## config.mk

```make
export PLATFORM = sky130hd
export DESIGN_NAME = dcs_ctrl
export DESIGN_NICKNAME = d
export VERILOG_FILES = /design/src/dcs_pkg.sv /design/src/dcs_ctrl.sv
export SDC_FILE = /design/constraint.sdc
export NUM_CORES = 1
export LEC_CHECK = 0
export ABC_AREA = 0
export BUFFER_PORTS_ARGS = -buffer_cell sky130_fd_sc_hd__clkbuf_2
export CORE_ASPECT_RATIO = 1.25
export CORE_MARGIN = 2
export CORE_UTILIZATION = 55
export DETAILED_ROUTE_END_ITERATION = 10
export GPL_ROUTABILITY_DRIVEN = 0
export GPL_TIMING_DRIVEN = 1
export PLACE_DENSITY = 0.78
export REMOVE_ABC_BUFFERS = 1
export SLEW_MARGIN = 20
export SYNTH_ARGS = -nofsm -noshare
export SYNTH_HDL_FRONTEND = slang
export SYNTH_SLANG_ARGS = --single-unit
```

## constraint.sdc

```tcl
create_clock -name clk -period 3.2 [get_ports clk]
set_clock_uncertainty 0.2 [all_clocks]
set_input_delay 0.32 -clock clk [delete_from_list [all_inputs] [get_ports clk]]
set_output_delay 0.32 -clock clk [all_outputs]
set_load 0.01 [all_outputs]
```

## src/dcs_pkg.sv

```systemverilog
// Constants and types for the DC output state and alarm signalling block.
// Assumes one 250 MHz clock and an APB master for software access.
// Operation
// - Save output state and set value at switch-off
// - Switch-off: output off, fail alarm, fans, power-down
// - Accept configuration only while output is off
// - No remote permission: reject remote, show local
// - Range selects 5 V or 10 V scaling
// - Standby input polarity normal or inverted
// - Off-only standby never turns output on
// - Automatic standby restores output switched on elsewhere
// - Pin one: overtemperature and power fail, enables
// - Pin two: overvoltage, overcurrent, overpower enables
// - Status pin: regulation mode or output state
// - After overtemperature: stay off or restore
// - Power-up: output off or restore saved (code: always off, pon_restore is 0 from CFG_RST in the power-up cycle)
// - After power fail: stay off or resume
// - Leaving remote sets output by setting
package dcs_pkg;

  // ==========================================================
  // Register map
  localparam logic [7:0] OFS_CFG    = 8'h00;
  localparam logic [7:0] OFS_CMD    = 8'h04;
  localparam logic [7:0] OFS_STATUS = 8'h08;
  localparam logic [7:0] OFS_IRQ    = 8'h0c;
  localparam logic [7:0] OFS_MASK   = 8'h10;
  localparam logic [7:0] OFS_SETVAL = 8'h14;

  // ==========================================================
  // Command bits
  localparam int CMD_ON     = 0;
  localparam int CMD_OFF    = 1;
  localparam int CMD_REM_IN = 2;
  localparam int CMD_REM_EX = 3;
  localparam int CMD_REMOTE = 4;

  // ==========================================================
  // Interrupt bits
  localparam int IRQ_W     = 7;
  localparam int IRQ_OT    = 0;
  localparam int IRQ_PF    = 1;
  localparam int IRQ_OVP   = 2;
  localparam int IRQ_OCP   = 3;
  localparam int IRQ_OPP   = 4;
  localparam int IRQ_DC    = 5;
  localparam int IRQ_REJ   = 6;

  // ==========================================================
  // Configuration word, bit 0 is remote_allow.
  typedef struct packed {
    logic       rem_keep;
    logic       pf_auto;
    logic       pon_restore;
    logic       ot_auto;
    logic       pin15_dc;
    logic [2:0] pin14_en;
    logic [1:0] pin6_en;
    logic       sb_auto;
    logic       sb_invert;
    logic       range_10v;
    logic       remote_allow;
  } dcs_cfg_t;

  localparam int CFG_W = 14;
  localparam logic [13:0] CFG_RST = 14'h0071;

  // ==========================================================
  // Timing
  localparam int CLK_MHZ     = 250;
  localparam int FAN_STOP_US = 100000;
  localparam int POWER_OFF_US = 3000000;
  localparam int FAN_STOP_CYC  = FAN_STOP_US * CLK_MHZ;
  localparam int POWER_OFF_CYC = POWER_OFF_US * CLK_MHZ;

  typedef enum logic [1:0] {
    DCS_RUN, DCS_FAN, DCS_HOLD, DCS_DOWN
  } dcs_pd_t;

endpackage : dcs_pkg

```

## src/dcs_ctrl.sv

```systemverilog
// DC output state control, analog interface signalling and APB registers.
// Assumes mains, switch and standby pins are asynchronous, alarms are
// synchronous flags from protection logic, and storage keeps nv_* values.
`timescale 1ns/10ps
module dcs_ctrl #(
  parameter int FAN_CYC = dcs_pkg::FAN_STOP_CYC,
  parameter int OFF_CYC = dcs_pkg::POWER_OFF_CYC
) (
  input  wire logic        clk,
  input  wire logic        srst,
  input  wire logic        psel,
  input  wire logic        penable,
  input  wire logic        pwrite,
  input  wire logic [7:0]  paddr,
  input  wire logic [31:0] pwdata,
  output logic             pready,
  output logic [31:0]      prdata,
  output logic             pslverr,
  input  wire logic        mains_ok,
  input  wire logic        power_switch_off,
  input  wire logic        remote_standby_input,
  input  wire logic        overtemperature_alarm,
  input  wire logic        overvoltage_alarm,
  input  wire logic        overcurrent_alarm,
  input  wire logic        overpower_alarm,
  input  wire logic        constant_voltage_regulation,
  input  wire logic        nv_restore_on,
  output logic             dc_on,
  output logic             fan_on,
  output logic             power_hold,
  output logic             nv_store,
  output logic             nv_on,
  output logic [15:0]      nv_setval,
  output logic             alarm_pin1,
  output logic             alarm_pin2,
  output logic             status_pin,
  output logic             ref_10v,
  output logic             local_only,
  output logic             irq
);

  // ==========================================================
  // Pin synchronisers. Mains resets as present, so release is quiet.
  logic [2:0] pin_raw, sync_a, sync_b;
  assign pin_raw = {remote_standby_input, power_switch_off, mains_ok};

  genvar gi;
  generate
    for (gi = 0; gi < 3; gi++) begin : g_sync
      always_ff @(posedge clk) begin
        if (srst) begin
          sync_a[gi] <= 1'(gi == 0);
          sync_b[gi] <= 1'(gi == 0);
        end else begin
          sync_a[gi] <= pin_raw[gi];
          sync_b[gi] <= sync_a[gi];
        end
      end
    end
  endgenerate

  logic mains_s, sw_s, sb_act, prot, pf_alarm;
  assign mains_s  = sync_b[0];
  assign sw_s     = sync_b[1];
  dcs_pkg::dcs_cfg_t cfg;
  assign sb_act   = sync_b[2] ^ cfg.sb_invert;
  assign prot     = overvoltage_alarm | overcurrent_alarm | overpower_alarm;
  assign pf_alarm = !mains_s | sw_s;

  // ==========================================================
  // Edge detection.
  logic       ot_q, pf_q, sb_q, sw_q;
  logic [2:0] prot_q;
  always_ff @(posedge clk) begin
    if (srst) begin
      ot_q   <= 1'b0;
      pf_q   <= 1'b0;
      sb_q   <= 1'b0;
      sw_q   <= 1'b0;
      prot_q <= 3'h0;
    end else begin
      ot_q   <= overtemperature_alarm;
      pf_q   <= pf_alarm;
      sb_q   <= sb_act;
      sw_q   <= sw_s;
      prot_q <= {overpower_alarm, overcurrent_alarm, overvoltage_alarm};
    end
  end

  logic ot_rise, ot_fall, pf_rise, pf_fall;
  logic sb_rise, sb_fall, sw_rise;
  assign ot_rise = overtemperature_alarm & !ot_q;
  assign ot_fall = !overtemperature_alarm & ot_q;
  assign pf_rise = pf_alarm & !pf_q;
  assign pf_fall = !pf_alarm & pf_q;
  assign sb_rise = sb_act & !sb_q;
  assign sb_fall = !sb_act & sb_q;
  assign sw_rise = sw_s & !sw_q;

  // ==========================================================
  // APB access decode.
  logic acc, wr, hit;
  assign acc = psel & penable & pready;
  assign wr  = acc & pwrite;
  assign hit = paddr == dcs_pkg::OFS_CFG || paddr == dcs_pkg::OFS_CMD
            || paddr == dcs_pkg::OFS_STATUS || paddr == dcs_pkg::OFS_IRQ
            || paddr == dcs_pkg::OFS_MASK || paddr == dcs_pkg::OFS_SETVAL;

  logic remote_active, remote_ok, cmd_wr, cmd_src_ok;
  logic cmd_on, cmd_off, leave;
  assign remote_ok  = remote_active & cfg.remote_allow;
  assign cmd_wr     = wr & paddr == dcs_pkg::OFS_CMD;
  assign cmd_src_ok = pwdata[dcs_pkg::CMD_REMOTE] ? remote_ok
                                                  : !remote_active;
  assign cmd_on     = cmd_wr & cmd_src_ok & pwdata[dcs_pkg::CMD_ON];
  assign cmd_off    = cmd_wr & cmd_src_ok & pwdata[dcs_pkg::CMD_OFF];
  assign leave      = cmd_wr & remote_active & pwdata[dcs_pkg::CMD_REM_EX];

  // ==========================================================
  // Configuration, locked while the output is on.
  logic cfg_wr, cfg_valid, cfg_rej;
  assign cfg_wr    = wr & paddr == dcs_pkg::OFS_CFG;
  assign cfg_valid = pwdata[5:4] != 2'h0 && pwdata[8:6] != 3'h0;
  assign cfg_rej   = cfg_wr & (dc_on | !cfg_valid);

  always_ff @(posedge clk) begin
    if (srst) begin
      cfg <= dcs_pkg::CFG_RST;
    end else if (cfg_wr && !cfg_rej) begin
      cfg <= pwdata[dcs_pkg::CFG_W-1:0];
    end
  end

  logic [15:0] setval;
  always_ff @(posedge clk) begin
    if (srst) begin
      setval <= 16'h0000;
    end else if (wr && paddr == dcs_pkg::OFS_SETVAL) begin
      setval <= pwdata[15:0];
    end
  end

  always_ff @(posedge clk) begin
    if (srst) begin
      remote_active <= 1'b0;
    end else if (!cfg.remote_allow || leave) begin
      remote_active <= 1'b0;
    end else if (cmd_wr && pwdata[dcs_pkg::CMD_REM_IN]) begin
      remote_active <= 1'b1;
    end
  end

  // ==========================================================
  // Restore memories.
  logic pu_pend, ot_resume, pf_resume, sb_held, sb_use;
  assign sb_use = cfg.remote_allow;

  always_ff @(posedge clk) begin
    if (srst) begin
      pu_pend   <= 1'b1;
      ot_resume <= 1'b0;
      pf_resume <= 1'b0;
      sb_held   <= 1'b0;
    end else begin
      pu_pend <= 1'b0;
      if (ot_rise) begin
        ot_resume <= cfg.ot_auto & dc_on;
      end else if (ot_fall) begin
        ot_resume <= 1'b0;
      end
      if (pf_rise) begin
        pf_resume <= cfg.pf_auto & dc_on & !sw_s;
      end else if (pf_fall) begin
        pf_resume <= 1'b0;
      end
      if (sb_rise && sb_use) begin
        sb_held <= cfg.sb_auto & dc_on;
      end else if (sb_fall) begin
        sb_held <= 1'b0;
      end
    end
  end

  // ==========================================================
  // Output state, highest priority first.
  logic next_dc;
  always_comb begin
    next_dc = dc_on;
    if (sw_s || pf_alarm || overtemperature_alarm || prot) begin
      next_dc = 1'b0;
    end else if (pu_pend) begin
      next_dc = cfg.pon_restore & nv_restore_on;
    end else if (pf_fall && pf_resume) begin
      next_dc = 1'b1;
    end else if (ot_fall && ot_resume) begin
      next_dc = 1'b1;
    end else if (sb_rise && sb_use) begin
      next_dc = 1'b0;
    end else if (sb_fall && sb_use && sb_held) begin
      next_dc = 1'b1;
    end else if (leave) begin
      next_dc = cfg.rem_keep & dc_on;
    end else if (cmd_off) begin
      next_dc = 1'b0;
    end else if (cmd_on && !(sb_act && sb_use)) begin
      next_dc = 1'b1;
    end
  end

  always_ff @(posedge clk) begin
    if (srst) begin
      dc_on <= 1'b0;
    end else begin
      dc_on <= next_dc;
    end
  end

  // ==========================================================
  // Switch-off sequence. The snapshot is taken before the output
  // drops, so storage sees the state the user left.
  dcs_pkg::dcs_pd_t pd;
  logic [31:0] pd_cnt;
  always_ff @(posedge clk) begin
    if (srst) begin
      pd     <= dcs_pkg::DCS_RUN;
      pd_cnt <= 32'h0;
    end else begin
      unique case (pd)
        dcs_pkg::DCS_RUN: begin
          if (sw_rise) begin
            pd     <= dcs_pkg::DCS_FAN;
            pd_cnt <= 32'(FAN_CYC - 1);
          end
        end
        dcs_pkg::DCS_FAN: begin
          if (pd_cnt == 32'h0) begin
            pd     <= dcs_pkg::DCS_HOLD;
            pd_cnt <= 32'(OFF_CYC - 1);
          end else begin
            pd_cnt <= pd_cnt - 32'h1;
          end
        end
        dcs_pkg::DCS_HOLD: begin
          if (pd_cnt == 32'h0) begin
            pd <= dcs_pkg::DCS_DOWN;
          end else begin
            pd_cnt <= pd_cnt - 32'h1;
          end
        end
        dcs_pkg::DCS_DOWN: pd <= dcs_pkg::DCS_DOWN;
      endcase
    end
  end

  always_ff @(posedge clk) begin
    if (srst) begin
      fan_on     <= 1'b1;
      power_hold <= 1'b1;
    end else begin
      fan_on     <= pd == dcs_pkg::DCS_RUN || pd == dcs_pkg::DCS_FAN;
      power_hold <= pd != dcs_pkg::DCS_DOWN;
    end
  end

  always_ff @(posedge clk) begin
    if (srst) begin
      nv_store  <= 1'b0;
      nv_on     <= 1'b0;
      nv_setval <= 16'h0000;
    end else begin
      nv_store <= sw_rise;
      if (sw_rise) begin
        nv_on     <= dc_on;
        nv_setval <= setval;
      end
    end
  end

  // ==========================================================
  // Analog interface outputs.
  always_ff @(posedge clk) begin
    if (srst) begin
      alarm_pin1 <= 1'b0;
      alarm_pin2 <= 1'b0;
      status_pin <= 1'b0;
      ref_10v    <= 1'b0;
      local_only <= 1'b1;
    end else begin
      alarm_pin1 <= (cfg.pin6_en[0] & overtemperature_alarm)
                  | (cfg.pin6_en[1] & pf_alarm);
      alarm_pin2 <= |(cfg.pin14_en & prot_q);
      status_pin <= cfg.pin15_dc ? dc_on
                  : constant_voltage_regulation;
      ref_10v    <= cfg.range_10v;
      local_only <= !cfg.remote_allow;
    end
  end

  // ==========================================================
  // Interrupts: sticky events, set wins over a write-one clear.
  logic [dcs_pkg::IRQ_W-1:0] irq_stat, irq_mask, irq_ev, irq_clr;
  assign irq_ev = {cfg_rej, next_dc ^ dc_on, {overpower_alarm,
                   overcurrent_alarm, overvoltage_alarm} & ~prot_q,
                   pf_rise, ot_rise};
  assign irq_clr = (wr && paddr == dcs_pkg::OFS_IRQ)
                 ? pwdata[dcs_pkg::IRQ_W-1:0] : '0;

  always_ff @(posedge clk) begin
    if (srst) begin
      irq_stat <= '0;
      irq_mask <= '0;
    end else begin
      irq_stat <= (irq_stat & ~irq_clr) | irq_ev;
      if (wr && paddr == dcs_pkg::OFS_MASK) begin
        irq_mask <= pwdata[dcs_pkg::IRQ_W-1:0];
      end
    end
  end

  always_ff @(posedge clk) begin
    if (srst) begin
      irq <= 1'b0;
    end else begin
      irq <= |(irq_stat & irq_mask);
    end
  end

  // ==========================================================
  // APB answer: one wait state, registered data.
  logic [31:0] next_rd;
  always_comb begin
    next_rd = 32'h0;
    unique case (paddr)
      dcs_pkg::OFS_CFG:    next_rd = 32'(cfg);
      dcs_pkg::OFS_STATUS: next_rd = {25'h0, pd, local_only,
                           remote_active, overtemperature_alarm,
                           pf_alarm, dc_on};
      dcs_pkg::OFS_IRQ:    next_rd = 32'(irq_stat);
      dcs_pkg::OFS_MASK:   next_rd = 32'(irq_mask);
      dcs_pkg::OFS_SETVAL: next_rd = {16'h0, setval};
      default:             next_rd = 32'h0;
    endcase
  end

  always_ff @(posedge clk) begin
    if (srst) begin
      pready  <= 1'b0;
      prdata  <= 32'h0;
      pslverr <= 1'b0;
    end else begin
      pready  <= psel & penable & !pready;
      prdata  <= (psel && !pwrite) ? next_rd : 32'h0;
      pslverr <= psel & penable & !pready & !hit;
    end
  end
endmodule : dcs_ctrl

```

# [Word level (Yosys, flattened, before mapping)]
# Cells that the tools add are included.
[classes] n_addsub=1 eq_ne=13 muxes=28 bitwise_logic=44 reduce_logical=56
[op_table] cell="$mux W32" n=3
[op_table] cell="$pmux W32 S3" n=1
[op_table] cell="$pmux W16 S5" n=1
[op_table] cell="$logic_not A32 Y1" n=1
[op_table] cell="$sub A32 B1 Y32 const B" n=1
[op_table] cell="$and A1 B1 Y1" n=29
[op_table] cell="$mux W1" n=18
[op_table] cell="$logic_not A1 Y1" n=17
[op_table] cell="$eq A8 B4 Y1 const B" n=2
[op_table] cell="$eq A8 B5 Y1 const B" n=2
[op_table] cell="$and A7 B7 Y7" n=2
[op_table] cell="$logic_and A1 B1 Y1" n=14
[op_table] cell="$logic_or A1 B1 Y1" n=10
[op_table] cell="$ne A2 B2 Y1 const B" n=5
[op_table] cell="$eq A8 B3 Y1 const B" n=1
[op_table] cell="$logic_not A8 Y1" n=1
[op_table] cell="$pmux W2 S4" n=1
[op_table] cell="$reduce_bool A2 Y1" n=4
[op_table] cell="$mux W7" n=1
[op_table] cell="$not A7 Y7" n=1
[op_table] cell="$or A7 B7 Y7" n=1
[op_table] cell="$reduce_or A7 Y1" n=1
[op_table] cell="$and A3 B3 Y3" n=2
[op_table] cell="$mux W2" n=3
[op_table] cell="other kinds (11)" n=20
[totals] regBits=157 input_bits=54 output_inout_bits=61

# [Longest topological paths before layout]
[depth] ltp_word=18 mapped_depth=10

# [Least setup slack after synthesis]
# Ideal clock, no wire load.
[synth_path] path_type="reg2reg" from="reg pd_cnt[5]" to="reg pd_cnt[13]" setup_time_ns=0.134 arrival_ns=2.192 required_ns=2.866 path_slack_ns=0.674 stages_incl_launch_ff=8 period_less_slack_ns=2.526 cell_sequence="dfxtp_1 -> buf_6 -> or4_4 -> or4_1 -> buf_2 -> or4_1 -> a21oi_1 -> o32ai_1"
[synth_between] elab_chain_len=3 word_cells_on_any_way=7 classes_between="1 x add/sub; 1 x eq/ne; 3 x mux; 2 x reduce/logical"
[synth_lines] item="start, declared" line="dcs_ctrl.sv:222" source="logic [31:0] pd_cnt;"
[synth_lines] item="start signal, assigned" line="dcs_ctrl.sv:232" source="pd_cnt <= 32'(FAN_CYC - 1);"
[synth_lines] item="start signal, assigned" line="dcs_ctrl.sv:238" source="pd_cnt <= 32'(OFF_CYC - 1);"
[synth_lines] item="start signal, assigned" line="dcs_ctrl.sv:240" source="pd_cnt <= pd_cnt - 32'h1;"
[synth_lines] item="$sub A32 B1 Y32 / $logic_not A32 Y1 (equally long branches)"
[synth_lines] item="$mux W32 (tied with other cells)" line="dcs_ctrl.sv:244" source="if (pd_cnt == 32'h0) begin"
[synth_lines] item="$pmux W32 S3 / $reduce_and A3 Y1 (equally long branches)"
# Parallel ways exist; a longest one is shown, timed or not. The select of a mux whose other input is x is not followed.
# A chain may end at the register's enable or synchronous reset.

# [Worst setup path after layout]
[layout_path] from="reg pd_cnt[20]" to="reg pd_cnt[0]"
[layout_between] elab_chain_len=3 word_cells_on_any_way=5 classes_between="1 x eq/ne; 2 x mux; 2 x reduce/logical"
[layout_lines] item="$logic_not A32 Y1 (*)" line="dcs_ctrl.sv:236, dcs_ctrl.sv:244"
[layout_lines] item="$mux W32 / $ne A2 B2 Y1 (equally long branches)"
[layout_lines] item="$pmux W32 S3 / $reduce_and A3 Y1 (equally long branches)"
# Mark *: on every way between the ends. The rest lies on a longest branch, timed or not.

==> flow_metrics.tcl <==
set metrics [dict create \
    status "completed" \
    final_antenna_net_count 0 \
    place_inst 973 \
    coreArea_um2 11500 \
    cts_buffer_depth 2 \
    synth_edf_count 0 \
    finalSetupViolations 0 \
    antenna_cells 0 \
    portBuffers 82 \
    worstPathArrival_ns 2.94 \
    rows 44 \
    grt-ovfl-total 0 \
    slowest_stage "nor4_1" \
    cp.required_ns 3.30 \
    period_needed_ns 2.84 \
    path_cells "nor4_1 -> nand4_1 -> buf_4 -> or4_4 -> and2_1 -> o22ai_1 -> nor2_1" \
    synth_top_cells_by_area "dfxtp_1, nand2_1, a21oi_1, nor2_1, mux2i_1" \
    crit_type "flop to flop" \
    period_share 0.887 \
    dpl.hpwl_um 12000 \
    synth_common_cells "dfxtp_1, nand2_1, nor2_1" \
    viasPerCell 6.02 \
    cts_tree "yes" \
    timing.setup.tns_ns 0 \
    start_util 0.557 \
    drcViolationCount 0 \
    relSlewSlack 0.532 \
    netlist_instances 779 \
    wl_per_cell_um 17.2 \
    fin_cells 1025 \
    start_kind "flop" \
    final_nets 940 \
    yosysMostFrequentCell "dfxtp_1" \
    cts.sinks 141 \
    ys.flop_type "dfxtp_1" \
    rsz0062_at_grt "no" \
    yosysWarnings 0 \
    finalInstanceArea_um2 7680 \
    final_util 0.667 \
    tightest_slew_ns 0.697 \
    pre_cts_slack_ns 0.493 \
    multi_input_area_um2 3270 \
    routed_wl_um 17600 \
    antenna_found_initial 0 \
    slew_violations 0 \
    fillCellCount 928 \
    yosysTopAreaCell "dfxtp_1" \
    static-leakage-power_nw 3.08 \
    vias 6174 \
    fmax_mhz 352 \
    io_pins 115 \
    synth.top_cell.area_share 0.440 \
    setup_ws_ns 0.362 \
    synthArstFlopShare 0 \
    synth_area_um2 6410 \
    cts_root_buffer "clkbuf_16" \
    peakVddDrop_v 0.000747 \
    htree_levels 4 \
    clock_latency_ns 0.42 \
    seqCellArea_um2 2820 \
    hold_violations 0 \
    die_area_um2 12500 \
    synth_cell_type_count 62 \
    drtIter0Drc 408 \
    fp.dieH_um 125 \
    grt_pass1_wl_um 28500 \
    avgSynthCellArea_um2 8.23 \
    dr.pass1.iters 5 \
    yosysSeqAreaShare 0.440 \
    end_kind "flop" \
    grt.total_usage 0.284 \
    cap_violations 0 \
    crit_fanout 15 \
    cp_slowest_stage_delay_ns 0.50 \
    dieWidth_um 101 \
    grt_max_degree 33 \
    cts_buffers 17 \
    syn2layout_area_growth_pct 19.7 \
    hold_class "input pin to flop" \
    final_layout_size_suffix_gt1_frac 0.172 \
    pwr_density_cell_nw_per_um2 778 \
    dpl_cell_area_um2 6900 \
    grt_pass1_vias 6066 \
    synth_seq_cells 141 \
    clk_pin_slew_ns 0.06 \
]
## what timing repair did
action | CTS | global route
hold buffers | 20 | 0
endpoints found under the hold margin | 24 | 0
buffers inserted | 0 | 0
gates resized for setup | 0 | 0
## per-stage QoR
step	total power (W)	hold slack, ns
3_5_place_dp	0.00400	0.199
4_1_cts	0.00592	0.00551
2_1_floorplan	0.00336	0.148
5_1_grt	0.00626	0.0274
6_report	0.00597	0.0104
3_3_place_gp	0.00391	0.202
## placed cells by master (no fill, tap or decap), types with 18 or more instances in the layout
master         instances
nand2_1              112
dfxtp_1              141
nor3_1                30
nor4_1                19
mux2i_1               22
nor2b_1               18
a22oi_1               24
nor2_1                87
buf_4                 23
clkbuf_2              81
a21oi_1               74
dlygate4sd3_1         20
## layer usage
layer | vias to the layer above | wire [µm] | global-route usage
li1 | 2934 | - | -
met1 | 2889 | 6590 | 0.307
met2 | 285 | 9080 | 0.512
met3 | 66 | 1170 | 0.0499
met4 | 0 | 767 | 0.155
met5 | - | 0 | 0
## critical path, delay by kind of cell (launching register included)
family | cells | cell delay (ns)
AOI/OAI and AO/OA | 1 | 0.28
buffers and inverters | 1 | 0.22
DFF | 1 | 0.36
and+or+nand+nor | 5 | 1.64
## layout make-up
class / count / area share
multi-input cells: 574 / 0.425
flip-flops and latches: 141 / 0.368
repair buffers: 124 / 0.101
clock buffers: 17 / 0.0554
well taps: 138 / 0.0225
clock inverters: 15 / 0.0197
inverters: 16 / 0.00782
## sequential cells by signal, summed over array words and instances (netlist names), 2 cells and up
signal,cells
irq_mask,7
prot_q,3
prdata,16
pd_cnt,32
sync_a,3
nv_setval,16
setval,16
cfg,13
irq_stat,7
pd,2
## where the power goes
group,leakage (nW),switching (W),internal [W]
clock,0.280,0.000822,0.00110
sequential,1.15,0.000172,0.00190
combinational,1.66,0.00128,0.000710
total,3.08,0.00227,0.00370
## kinds of logic (layout without fill, tap and decap cells)
| group | Yosys count | count (layout) | synth area share |
|---|---|---|---|
| fa+ha+maj | 12 | 12 | 0.0234 |
| other cells | 1 | 16 | 0.000585 |
| xor+xnor | 3 | 3 | 0.00410 |
| simple gates | 340 | 340 | 0.260 |
| flops | 141 | 141 | 0.440 |
| buf+inv | 79 | 172 | 0.0593 |
| mux | 24 | 24 | 0.0379 |
| compound gates | 179 | 179 | 0.174 |
## final timing paths
kind / startpoint / to / slack, ns / cells after the start
max: pd_cnt[20] / pd_cnt[0] / 0.36 / 7
min: pwdata[1] / setval[1] / 0.01 / 3
max reg2reg: pd_cnt[20] / pd_cnt[0] / 0.36 / 7
min reg2reg: sync_a[0] / mains_s / 0.21 / 1
No activity file was read; power rests on OpenSTA's default activity.
